==> config.mk <==
export PLATFORM = sky130hd
export DESIGN_NAME = cgd_top
export DESIGN_NICKNAME = d
export VERILOG_FILES = /design/src/rtl/cgd_pkg.sv /design/src/rtl/cgd_top.sv /design/src/rtl/cgd_divider.sv
export SDC_FILE = /design/constraint.sdc
export NUM_CORES = 1
export LEC_CHECK = 0
export BUFFER_PORTS_ARGS = -buffer_cell sky130_fd_sc_hd__buf_2
export CAP_MARGIN = 0
export CORE_UTILIZATION = 58
export CTS_BUF_LIST = sky130_fd_sc_hd__clkbuf_4 sky130_fd_sc_hd__clkbuf_8
export DETAILED_ROUTE_END_ITERATION = 7
export HOLD_SLACK_MARGIN = 0.02
export PLACE_DENSITY_LB_ADDON = 0.05
export SYNTH_ARGS = -nofsm -noshare
export SYNTH_HDL_FRONTEND = slang
export SYNTH_SLANG_ARGS = --single-unit
==> constraint.sdc <==
create_clock -name pclk -period 8.8 [get_ports pclk]
set_clock_uncertainty 0.1 [all_clocks]
set_input_delay 0.88 -clock pclk [delete_from_list [all_inputs] [get_ports pclk]]
set_output_delay 0.88 -clock pclk [all_outputs]
set_load 0.02 [all_outputs]
==> src/rtl/cgd_pkg.sv <==
// package of the generator division-factor register block
// assumes an APB slave with byte strobes, one clock pclk
// Function
// - a full 32-bit write stores the factor into the indexed generator only
// - an 8-bit write sets the index; a later read returns that factor
// - bits 31:24 and 7:4 read zero and ignore writes
// - factor is 16 bits at 23:8, read-write, divides its generator
// - factor width: gen0 8, gen1 16, gen2 5, gen3 onward 8 bits
// - factor bits above a generator's width are dropped, read zero
// - index at 3:0; codes 0-5 select generators, 6-15 are reserved
// - power reset restores every generator, the rtc source included
// - user reset spares gen1-5 when write-locked or feeding the rtc
// - user reset always restores generator zero to all zeros
// - after power reset each image is zero factor plus own index
// - user-reset restore of gen1-5 gives the power-reset image
// - mode clear: divide by factor, 0 or 1 none; set: 2^min(factor+1, CNT_W-1)
`default_nettype none
package cgd_pkg;
    localparam int          GEN_COUNT   = 6;
    localparam int          IDX_W       = 4;
    localparam int          DIV_W       = 16;
    localparam int          IDX_LSB     = 0;
    localparam int          DIV_LSB     = 8;
    localparam logic [31:0] REG_OFFSET  = 32'h0000_0008;
    localparam logic [3:0]  STRB_FULL   = 4'hf;
    localparam logic [3:0]  STRB_BYTE0  = 4'h1;
    localparam logic [15:0] DIV_RESET   = 16'h0000;
    localparam logic [3:0]  IDX_RESET   = 4'h0;
    localparam logic [15:0] MASK_GEN0   = 16'h00ff;
    localparam logic [15:0] MASK_GEN1   = 16'hffff;
    localparam logic [15:0] MASK_GEN2   = 16'h001f;
    localparam logic [15:0] MASK_OTHER  = 16'h00ff;

    typedef struct packed {
        logic [31:0] paddr;
        logic        psel;
        logic        penable;
        logic        pwrite;
        logic [31:0] pwdata;
        logic [3:0]  pstrb;
    } cgd_apb_req_s;

    typedef struct packed {
        logic [31:0] prdata;
        logic        pready;
        logic        pslverr;
    } cgd_apb_rsp_s;

    // implemented factor bits per generator
    function automatic logic [15:0] cgd_div_mask(input logic [3:0] idx);
        logic [15:0] m;
        m = MASK_OTHER;
        if (idx == 4'h0) begin
            m = MASK_GEN0;
        end else if (idx == 4'h1) begin
            m = MASK_GEN1;
        end else if (idx == 4'h2) begin
            m = MASK_GEN2;
        end
        return m;
    endfunction
endpackage
`default_nettype wire

==> src/rtl/cgd_top.sv <==
// generator division-factor register and its six dividers
// assumes APB with pstrb; power reset is presetn, user reset a pin
// protection and mode pins are asynchronous and synchronised here
`timescale 1ns/10ps
`default_nettype none
module cgd_top #(
    parameter int CNT_W = 32
) (
    input  wire logic                 pclk,
    input  wire logic                 presetn,
    input  wire cgd_pkg::cgd_apb_req_s apb_req,
    output var  cgd_pkg::cgd_apb_rsp_s apb_rsp,
    input  wire logic                 user_reset_req,
    input  wire logic [5:0]           write_lock,
    input  wire logic [5:0]           feeds_rtc,
    input  wire logic [5:0]           divide_mode_select,
    output logic [5:0]                gen_tick
);
    import cgd_pkg::*;

    typedef struct packed {
        logic [GEN_COUNT-1:0][DIV_W-1:0] factor;
        logic [IDX_W-1:0]                index;
        cgd_apb_rsp_s                    rsp;
        logic                            urst_s1;
        logic                            urst_s2;
        logic [GEN_COUNT-1:0]            lock_s1;
        logic [GEN_COUNT-1:0]            lock_s2;
        logic [GEN_COUNT-1:0]            rtc_s1;
        logic [GEN_COUNT-1:0]            rtc_s2;
        logic [GEN_COUNT-1:0]            mode_s1;
        logic [GEN_COUNT-1:0]            mode_s2;
    } cgd_state_s;

    cgd_state_s state;
    cgd_state_s next_state;

    logic setup;
    logic access;
    logic hit;
    logic idx_ok;

    // ---------------------------------------------------------------
    // decode
    // ---------------------------------------------------------------
    assign setup  = apb_req.psel & ~apb_req.penable;
    assign access = apb_req.psel & apb_req.penable & state.rsp.pready;
    assign hit    = (apb_req.paddr == REG_OFFSET);
    // reserved codes select nothing
    assign idx_ok = (apb_req.pwdata[IDX_LSB +: IDX_W] < IDX_W'(GEN_COUNT));

    // read image of the currently indexed generator
    function automatic logic [31:0] read_image(input cgd_state_s s);
        logic [31:0] r;
        r = '0;
        r[IDX_LSB +: IDX_W] = s.index;
        if (s.index < IDX_W'(GEN_COUNT)) begin
            r[DIV_LSB +: DIV_W] = s.factor[s.index[2:0]];
        end
        return r;
    endfunction

    // ---------------------------------------------------------------
    // next state
    // ---------------------------------------------------------------
    always_comb begin
        logic [3:0] widx;
        widx = apb_req.pwdata[IDX_LSB +: IDX_W];
        next_state = state;

        // pins from outside pass two flops before use
        next_state.urst_s1 = user_reset_req;
        next_state.urst_s2 = state.urst_s1;
        next_state.lock_s1 = write_lock;
        next_state.lock_s2 = state.lock_s1;
        next_state.rtc_s1  = feeds_rtc;
        next_state.rtc_s2  = state.rtc_s1;
        next_state.mode_s1 = divide_mode_select;
        next_state.mode_s2 = state.mode_s1;

        // zero-wait answer: ready is raised in the first access cycle
        next_state.rsp.pready  = setup;
        next_state.rsp.pslverr = setup & ~hit;
        next_state.rsp.prdata  = '0;
        if (setup && hit && !apb_req.pwrite) begin
            next_state.rsp.prdata = read_image(state);
        end
        if (access) begin
            next_state.rsp.pready  = 1'b0;
            next_state.rsp.pslverr = 1'b0;
        end

        if (access && hit && apb_req.pwrite) begin
            // low byte strobe carries the index; the factor needs all four strobes
            if (apb_req.pstrb[0]) begin
                next_state.index = widx;
            end
            if (apb_req.pstrb == STRB_FULL && idx_ok) begin
                next_state.factor[widx[2:0]] =
                    apb_req.pwdata[DIV_LSB +: DIV_W] & cgd_div_mask(widx);
            end
            // full write to a reserved code stores the index but no factor
        end

        // user-class reset, level held while the pin is high
        if (state.urst_s2) begin
            next_state.index = IDX_RESET;
            next_state.factor[0] = DIV_RESET;
            for (int g = 1; g < GEN_COUNT; g++) begin
                // locked or rtc sources keep their value
                if (!state.lock_s2[g] && !state.rtc_s2[g]) begin
                    next_state.factor[g] = DIV_RESET;
                end
            end
        end
    end

    // ---------------------------------------------------------------
    // state register
    // ---------------------------------------------------------------
    // power reset clears all factors, the rtc source too
    always_ff @(posedge pclk or negedge presetn) begin
        if (!presetn) begin
            state <= '0;
        end else begin
            state <= next_state;
        end
    end

    assign apb_rsp = state.rsp;

    // ---------------------------------------------------------------
    // dividers
    // ---------------------------------------------------------------
    generate
        for (genvar g = 0; g < GEN_COUNT; g++) begin : g_div
            cgd_divider #(
                .CNT_W(CNT_W)
            ) u_div (
                .pclk              (pclk),
                .presetn           (presetn),
                .factor            (state.factor[g]),
                .divide_mode_select(state.mode_s2[g]),
                .tick              (gen_tick[g])
            );
        end
    endgenerate
endmodule
`default_nettype wire

==> src/rtl/cgd_divider.sv <==
// one generator's divider: a tick every divided period of pclk
// assumes factor and mode are already in the pclk domain
`timescale 1ns/10ps
`default_nettype none
module cgd_divider #(
    parameter int CNT_W = 32
) (
    input  wire logic        pclk,
    input  wire logic        presetn,
    input  wire logic [15:0] factor,
    input  wire logic        divide_mode_select,
    output logic             tick
);
    import cgd_pkg::*;

    typedef struct packed {
        logic [CNT_W-1:0] cnt;
        logic             tick;
    } cgd_div_state_s;

    cgd_div_state_s state;
    cgd_div_state_s next_state;
    logic [CNT_W-1:0] period;

    // ---------------------------------------------------------------
    // period decode
    // ---------------------------------------------------------------
    // exponent clamps to one below the counter width; huge powers cannot be held
    always_comb begin
        logic [16:0] expo;
        expo = {1'b0, factor} + 17'd1;
        if (divide_mode_select) begin
            if (expo > 17'(CNT_W - 1)) begin
                expo = 17'(CNT_W - 1);
            end
            period = CNT_W'(1) << expo;
        end else if (factor <= 16'h0001) begin
            period = CNT_W'(1);
        end else begin
            period = CNT_W'(factor);
        end
    end

    // ---------------------------------------------------------------
    // counter
    // ---------------------------------------------------------------
    always_comb begin
        next_state = state;
        if (state.cnt >= period - CNT_W'(1)) begin
            next_state.cnt  = '0;
            next_state.tick = 1'b1;
        end else begin
            next_state.cnt  = state.cnt + CNT_W'(1);
            next_state.tick = 1'b0;
        end
    end

    always_ff @(posedge pclk or negedge presetn) begin
        if (!presetn) begin
            state <= '0;
        end else begin
            state <= next_state;
        end
    end

    assign tick = state.tick;
endmodule
`default_nettype wire

# --- Yosys cells after proc, flatten, opt, wreduce, memory -nomap -nowiden ---
# Cells that the tools add are included.
word_totals:
  reg_bits: 362
  input_bits: 92
  elab_cells: 168
classes:
  addsub: 18
  order_cmp: 23
  n_eq_ne: 4
  shift: 6
  mux: 52
  bitwise: 7
  n_reduce_logical: 28
ops:
  columns: ["op", "count"]
  rows:
  - ["16-bit 2-to-1 mux", 18]
  - ["17-bit 2-to-1 mux", 12]
  - ["100-bit 2-to-1 mux", 2]
  - ["33-bit 2-to-1 mux", 6]
  - ["32-bit by 1-bit adder with 32-bit output (second input constant)", 6]
  - ["32-bit greater-or-equal comparator", 6]
  - ["32-bit 2-to-1 mux", 6]
  - ["1-bit by 17-bit left shift with 32-bit output (first input constant)", 6]
  - ["32-bit by 1-bit subtractor with 32-bit output (second input constant)", 6]
  - ["16-bit by 1-bit adder with 17-bit output (second input constant)", 6]
  - ["17-bit by 5-bit > comparator with 1-bit output (second input constant)", 6]
  - ["96-bit bitwise mux", 1]
  - ["16-bit by 1-bit less-or-equal comparator with 1-bit output (second input constant)", 6]
  - ["96-bit 2-to-1 mux", 1]
  - ["16-bit binary-select mux with 3-bit select", 1]
  - ["16-bit demux with 3-bit select", 1]
  - ["32-bit by 4-bit equality test with 1-bit output (second input constant)", 1]
  - ["24-bit 2-to-1 mux", 1]
  - ["16-bit AND", 1]
  - ["1-bit logical AND", 11]
  - ["1-bit logical NOT", 11]
  - ["3-bit by 4-bit less-than comparator with 1-bit output (second input constant)", 2]
  - ["4-bit by 3-bit less-than comparator with 1-bit output (second input constant)", 2]
  - ["8-bit 2-to-1 mux", 1]
  - ["other kinds (11)", 18]

# --- Longest topological paths before layout ---
# Gate-level depths: netlist (run 1).
depth:
  word_depth: 12
  ltp_mapped: 34

# --- Cells and area by module ---
# Synthesis (run 1) repeated with hierarchy kept, for this count alone.
unflattened:
  cells_unflattened: 3540
  hier_area_um2: 29936.2
modules_own_cells:
  columns: ["mod", "instances", "cells_per_inst", "area_per_inst_um2"]
  rows:
  - ["cgd_divider (g_div[0].u_div ...)", 4, 505, 3880.0]
  - ["cgd_divider (g_div[2].u_div ...)", 2, 504, 3970.1]
  - ["cgd_top", 1, 512, 6476.2]

# --- Least setup slack after synthesis (run 1) ---
# No wires, ideal clock.
synth_timing:
  path_kind: "register to register"
  start: "reg state[92] in the netlist's numbering"
  end: "reg g_div[1].u_div.state[10] in the netlist's numbering"
  setup_ns: 0.072
  arrival_time_ns: 6.219
  required_ns: 8.628
  setup_slack_ns: 2.409
  path_stages_with_launch: 32
  path_buffers: 5
  path_cell_list: "dfrtp_1 clkbuf_1 inv_1 ha_1 clkbuf_1 nor2b_1 clkbuf_1 and3_1 nand2_1 o2111ai_1 nor4_4 buf_4 a31oi_1 ha_1 nand2_1 a31oi_1 nand4_1 nor3_1 nand2_1 xor2_1 ha_1 and3_1 a221o_1 a21o_1 a21oi_1 nor2b_1 o21ai_0 nand2_1 a221oi_1 o21ai_1 clkbuf_1 nor2_1"
synth_lines:
  columns: ["item", "line", "rtl"]
  rows:
  - ["start: declaration", "cgd_top.sv:35", "cgd_state_s state;"]
  - ["start signal: assignment", "cgd_top.sv:126", "state <= next_state;"]
  - ["end signal: assignment", "cgd_divider.sv:62", "state <= next_state;"]
  - ["end: declaration", "cgd_divider.sv:21", "cgd_div_state_s state;"]

==> metrics.txt, run 1 <==
status complete, no violations; first-pass GRT wire length around 130000 um; Peak VDD IR 0.000137 V; Final Max Slew Viols 0; IO buf count roughly 110; row count 80; Vias between 20k and 30k; pwr dens 131 nW/um2; # H-tree levels 2; initial DRC count approximately 2.4k; unrepaired setup endpoints after global routing no; initial core utilization ~59%; crit path capture type register; CTS Sinks around 350; Clock transition at path regs about 60 ps; Antenna Nets Post-Route 0; Final GP Congestion around 0.96; CTS root buf clkbuf_8; final worst slack approximately 1200 ps; pin count of the biggest net entering global routing 147; die height 223 um; most frequent cell after synthesis nor2_1; crit-path max FO 33; Layout area overhead 7.15%; Final HPWL DP about 59000 um; Mapped Cells roughly 3.4k; ys flop type dfrtp_1; initial antenna violation count 6; fmax ~130 MHz; Final #Nets about 3.7k; synth unique cells 97; R2R Path Start state[93]; number of CTS-inserted buffers 60; share of the synthesized area in the top cell type 31.2%; Clock Latency Late Sink ~700 ps; CP peak stage delay slightly above 600 ps; drt wl/cell 19.5 um; Placeable Area between 40000 and 50000 um2; Post-synth top cells nor2_1 (438), dfrtp_1 (354), nand2_1 (340); Max-Cap Viols 0; worst slack at placement between 1000 and 1500 ps; Worst R2R Setup Slack about 1200 ps; WP data arrival a little over 8000 ps; drt total wl between 70000 and 80000 um; GRT Total Usage a little under a third; Remaining Overflow, GRT 0; io pins 132; worst r2r dst g_div[1].u_div.state[20]; fin util 63.3%; Crit Path Class reg2reg; critical path's slowest cell ha_1; fin crit share approximately 86%; via/cell ratio approximately 6.3; fill count about 4.2k; HP Class in2async; EDFF count, synth 0; Yosys warnings 0; CTS max path bufs 3; top cells by area, synth dfrtp_1 (31%), ha_1 (10%), nor2_1 (5.8%); TritonCTS clock tree yes; post-CTS setup buffers 0; Yosys reg bits roughly 350; fraction of registers with async set/reset 100%; critical path's most frequent cell nand2_1; setup total negative slack 0 ps; post-CTS resize count 0; DIE AREA ~50000 um2; Synth area leader dfrtp_1; Chip Width roughly 220 um; final hold violation count 0; P_leak between 0.01 and 0.015 uW; Hold-fix buffers, CTS 0; Tightest Pin Transition 1300 ps; DRC 0; # setup viols final 0; DRT Pass-1 Iters 8; vias in the first global route around 25k; CP startpoint kind register; minimum clock period about 7600 ps; WP data required 9310 ps; share of the yosys chip area belonging to registers 31.2%; layout cells sized above 1 9.38%; cell area after synthesis around 28000 um2; Syn Area/Cell 8.31 um2; R2R depth 28; Slew HR about an eighth
==> report_power, final <==
group,internal [uW],switching [uW],leakage (uW)
sequential,1700,98.6,0.00479
combinational,235,279,0.00856
clock,956,710,0.000726
==> final cells by class <==
cell class	count	area (um2)	area share (%)
clock buffers	92	1160	3.81
well taps	615	769	2.53
flip-flops and latches	354	8860	29.1
inverters	89	334	1.10
repair buffers	134	766	2.52
clock inverters	18	196	0.646
multi-input cells	2768	18300	60.2
diodes	6	15.0	0.0494
==> per-layer routing <==
| layer | part of all wire, % | vias to the layer above | track usage (%) |
|---|---|---|---|
| li1 | - | 12200 | - |
| met1 | 42 | 12400 | 41.5 |
| met2 | 48 | 1063 | 52.0 |
| met3 | 7.6 | 158 | 6.59 |
| met4 | 3.2 | 0 | 13.0 |
| met5 | 0 | - | 0 |
==> worst max-delay path by stage <==
stage | from | slack (ps) | to
6_report | state[93] | 1200 | g_div[1].u_div.state[20]
5_1_grt | state[93] | 540 | g_div[1].u_div.state[11]
4_1_cts | state[93] | 1360 | g_div[1].u_div.state[11]
3_5_place_dp | state[93] | 1400 | g_div[1].u_div.state[4]
3_3_place_gp | state[93] | 1610 | g_div[1].u_div.state[32]
2_1_floorplan | state[92] | 2410 | g_div[1].u_div.state[10]
==> worst max-delay path: cells and delay by family, from the launching register on <==
family,cells,cell delay [ps]
DFF,1,570
AOI/OAI and AO/OA,9,2280
and+or+nand+nor,12,2520
xor gates and xnor gates,1,250
adders and majority gates,3,1200
buffers and inverters,3,590
==> state kept, by name (all words and copies together), names as in the netlist <==
signal,flops
next_state,17
state,117
g_div.u_div.state,192
g_div.u_div.tick,6
apb_rsp,22
==> layout by cell type (no fill, tap or decap), types with 104 or more instances in the layout <==
| cell type | instances |
|---|---|
| nor2_1 | 438 |
| dfrtp_1 | 353 |
| nand2_1 | 340 |
| ha_1 | 228 |
| a21oi_1 | 187 |
| xor2_1 | 174 |
| xnor2_1 | 142 |
| nand3_1 | 142 |
| nor3_1 | 109 |
| o21ai_0 | 104 |
| buf_2 | 104 |
==> per-stage QoR <==
step                cells  hold slack, ps  total power (uW)  cell area, um2
floorplan            3426             231              2170           28400
finish               4076            23.3              3980           30400
global route         4075            56.1              4180           30400
detailed placement   3960             235              2340           29000
global placement     3960             232              2320           29000
CTS                  4070            38.8              4030           30400
==> logic make-up after synthesis <==
logic type	share of synthesized area, %
AND/OR/NAND/NOR	25.6
adder cells (fa/ha/maj)	10.1
multiplexers	2.91
other	0.0132
buffers and inverters	4.69
AO/OA/AOI/OAI	15.7
flip-flops	31.2
XOR/XNOR	9.81
No activity file was read; power rests on OpenSTA's default activity.
==> run 2: changes to the inputs <==
clock period = 8 ns   (was 8.8 ns; I/O delays follow)
==> run 2 against run 1 <==
Compared with the run above:
- worst hold slack better by 90 ps
- worst setup slack worse by 400 ps
- via count grew 0.37%
- critical endpoint is now g_div[0].u_div.state[12]
- clock-buffer cell count down 3
- highest routed layer is now met5
- critical path type unchanged
- fmax grew 5.6%
- critical path depth grew 1
- largest power group unchanged
==> metrics.txt, run 2 (synthesized netlist as in run 1, its figures left out) <==
status complete, no violations; vias in the first global route about 25k; pin count of the biggest net entering global routing 150; GRT Total Usage between 30% and 40%; initial antenna violation count 7; fin crit share 89.9%; area of the multi-input gates between 15000 and 20000 um2; crit path capture type register; Top Metal Used met5; Final Max Slew Viols 0; max FFs per register 192; CP peak stage delay roughly 570 ps; via/cell ratio 6.34; number of CTS-inserted buffers 61; Crit Path Class reg2reg; # setup viols final 0; final hold violation count 0; post-CTS setup buffers 0; unrepaired setup endpoints after global routing no; CP delay by family, top compound AO/OA/AOI/OAI gates; Final #Nets roughly 3.7k; largest reg by FF count g_div.u_div.state; Final HPWL DP 60000 um; row count 80; Tightest Pin Transition 1310 ps; drt total wl between 80000 and 90000 um; IO buf count ~110; CTS root buf clkbuf_8; P_leak roughly 0.014 uW; # H-tree levels 2; crit-path max FO 18; WP data arrival 7700 ps; CP startpoint kind register; Slew HR between 10% and 20%; routed wl met2 between 30000 and 40000 um; Vias between 20k and 30k; DIE AREA roughly 50000 um2; Total Power between 4000 and 5000 uW; Crit path buffers/inverters 4; fmax roughly 140 MHz; WP data required between 8000 and 9000 ps; Antenna Nets Post-Route 0; Placeable Area around 48000 um2; setup total negative slack 0 ps; Reg area about 8900 um2; Final GP Congestion 0.961; io pins between 100 and 150; layout cells sized above 1 9.64%; hold slack 113 ps; pwr dens about 150 nW/um2; die height about 220 um; critical path's slowest cell dfrtp_1; drt wl/cell 19.7 um; Clock transition at path regs ~60 ps; commonest non-fill, non-tap cell in the layout nor2_1; Remaining Overflow, GRT 0; initial DRC count 2656; initial core utilization 59.1%; most frequent cells in the layout nor2_1 (438), dfrtp_1 (353), nand2_1 (340); Chip Width roughly 220 um; CTS max path bufs 3; Clock Latency Late Sink just under 700 ps; DRT Pass-1 Iters 8; worst slack at placement between 800 and 900 ps; critical path's most frequent cell a21o_1; minimum clock period 7190 ps; Layout area overhead 7.60%; Post-Route M1 WL roughly 33000 um; TritonCTS clock tree yes; fill count 4249; CTS Sinks approximately 350; met3 routed WL 5990 um; DRC 0; final worst slack 808 ps; HP Class in2reg; Peak VDD IR ~0.00015 V; first-pass GRT wire length around 130000 um; Max-Cap Viols 0
[run 2: cell count changes in the layout (fill, tap and decap cells not counted), sizes merged]
cell | previous run | this run
inv | 87 | 86
clkinvlp | 1 | 4
clkbuf | 92 | 89
clkinv | 15 | 17
dlygate4sd3 | 0 | 1
buf | 134 | 141
bufinv | 4 | 6
[run 2: final cells by class]
cell class | count | area share [%]
Antenna cell | 6 | 0.0492
Clock buffer | 89 | 3.72
Clock inverter | 24 | 0.930
Inverter | 89 | 1.09
Multi-Input combinational cell | 2768 | 60.0
Sequential cell | 354 | 29.0
Tap cell | 615 | 2.52
Timing Repair Buffer | 142 | 2.71
[run 2: where the power goes]
group | internal, uW | switching (uW) | leakage, uW | total [uW]
Sequential | 1870 | 107 | 0.00479 | 1980
Clock | 1110 | 806 | 0.000744 | 1910
Combinational | 259 | 308 | 0.00861 | 568
Total | 3240 | 1220 | 0.0141 | 4460
[run 2: worst paths after layout]
kind	cells past startpoint	startpoint	slack [ps]	to
worst min-delay path	1	divide_mode_select[0]	110	next_state[0]
max in group asynchronous	3	presetn	5840	g_div[3].u_div.state[9]
worst max-delay path	29	state[77]	810	g_div[0].u_div.state[12]
worst max register to register	29	state[77]	810	g_div[0].u_div.state[12]
worst min register to register	0	next_state[4]	240	state[4]
min in group asynchronous	2	presetn	560	g_div[4].u_div.state[23]
[run 2: per-layer routing]
layer  vias to the layer above  GRT usage [%]
met5                         -              0
met4                         2           12.8
met3                       189           5.91
met2                      1077           53.9
met1                     12400           41.1
li1                      12200              -
[run 2: through the flow]
stage / instances / area [um2] / utilization (%)
3_5_place_dp: 3967 / 29100 / 60.6
2_1_floorplan: 3426 / 28400 / -
5_1_grt: 4087 / 30500 / 63.6
6_report: 4087 / 30500 / 63.6
4_1_cts: 4081 / 30500 / 63.5
3_3_place_gp: 3967 / 29100 / 60.6
[run 2: timing repair]
action	CTS	global route
resized for setup	0	0
setup endpoints to repair	0	0
hold buffers	1	0
hold endpoints to repair	61	0
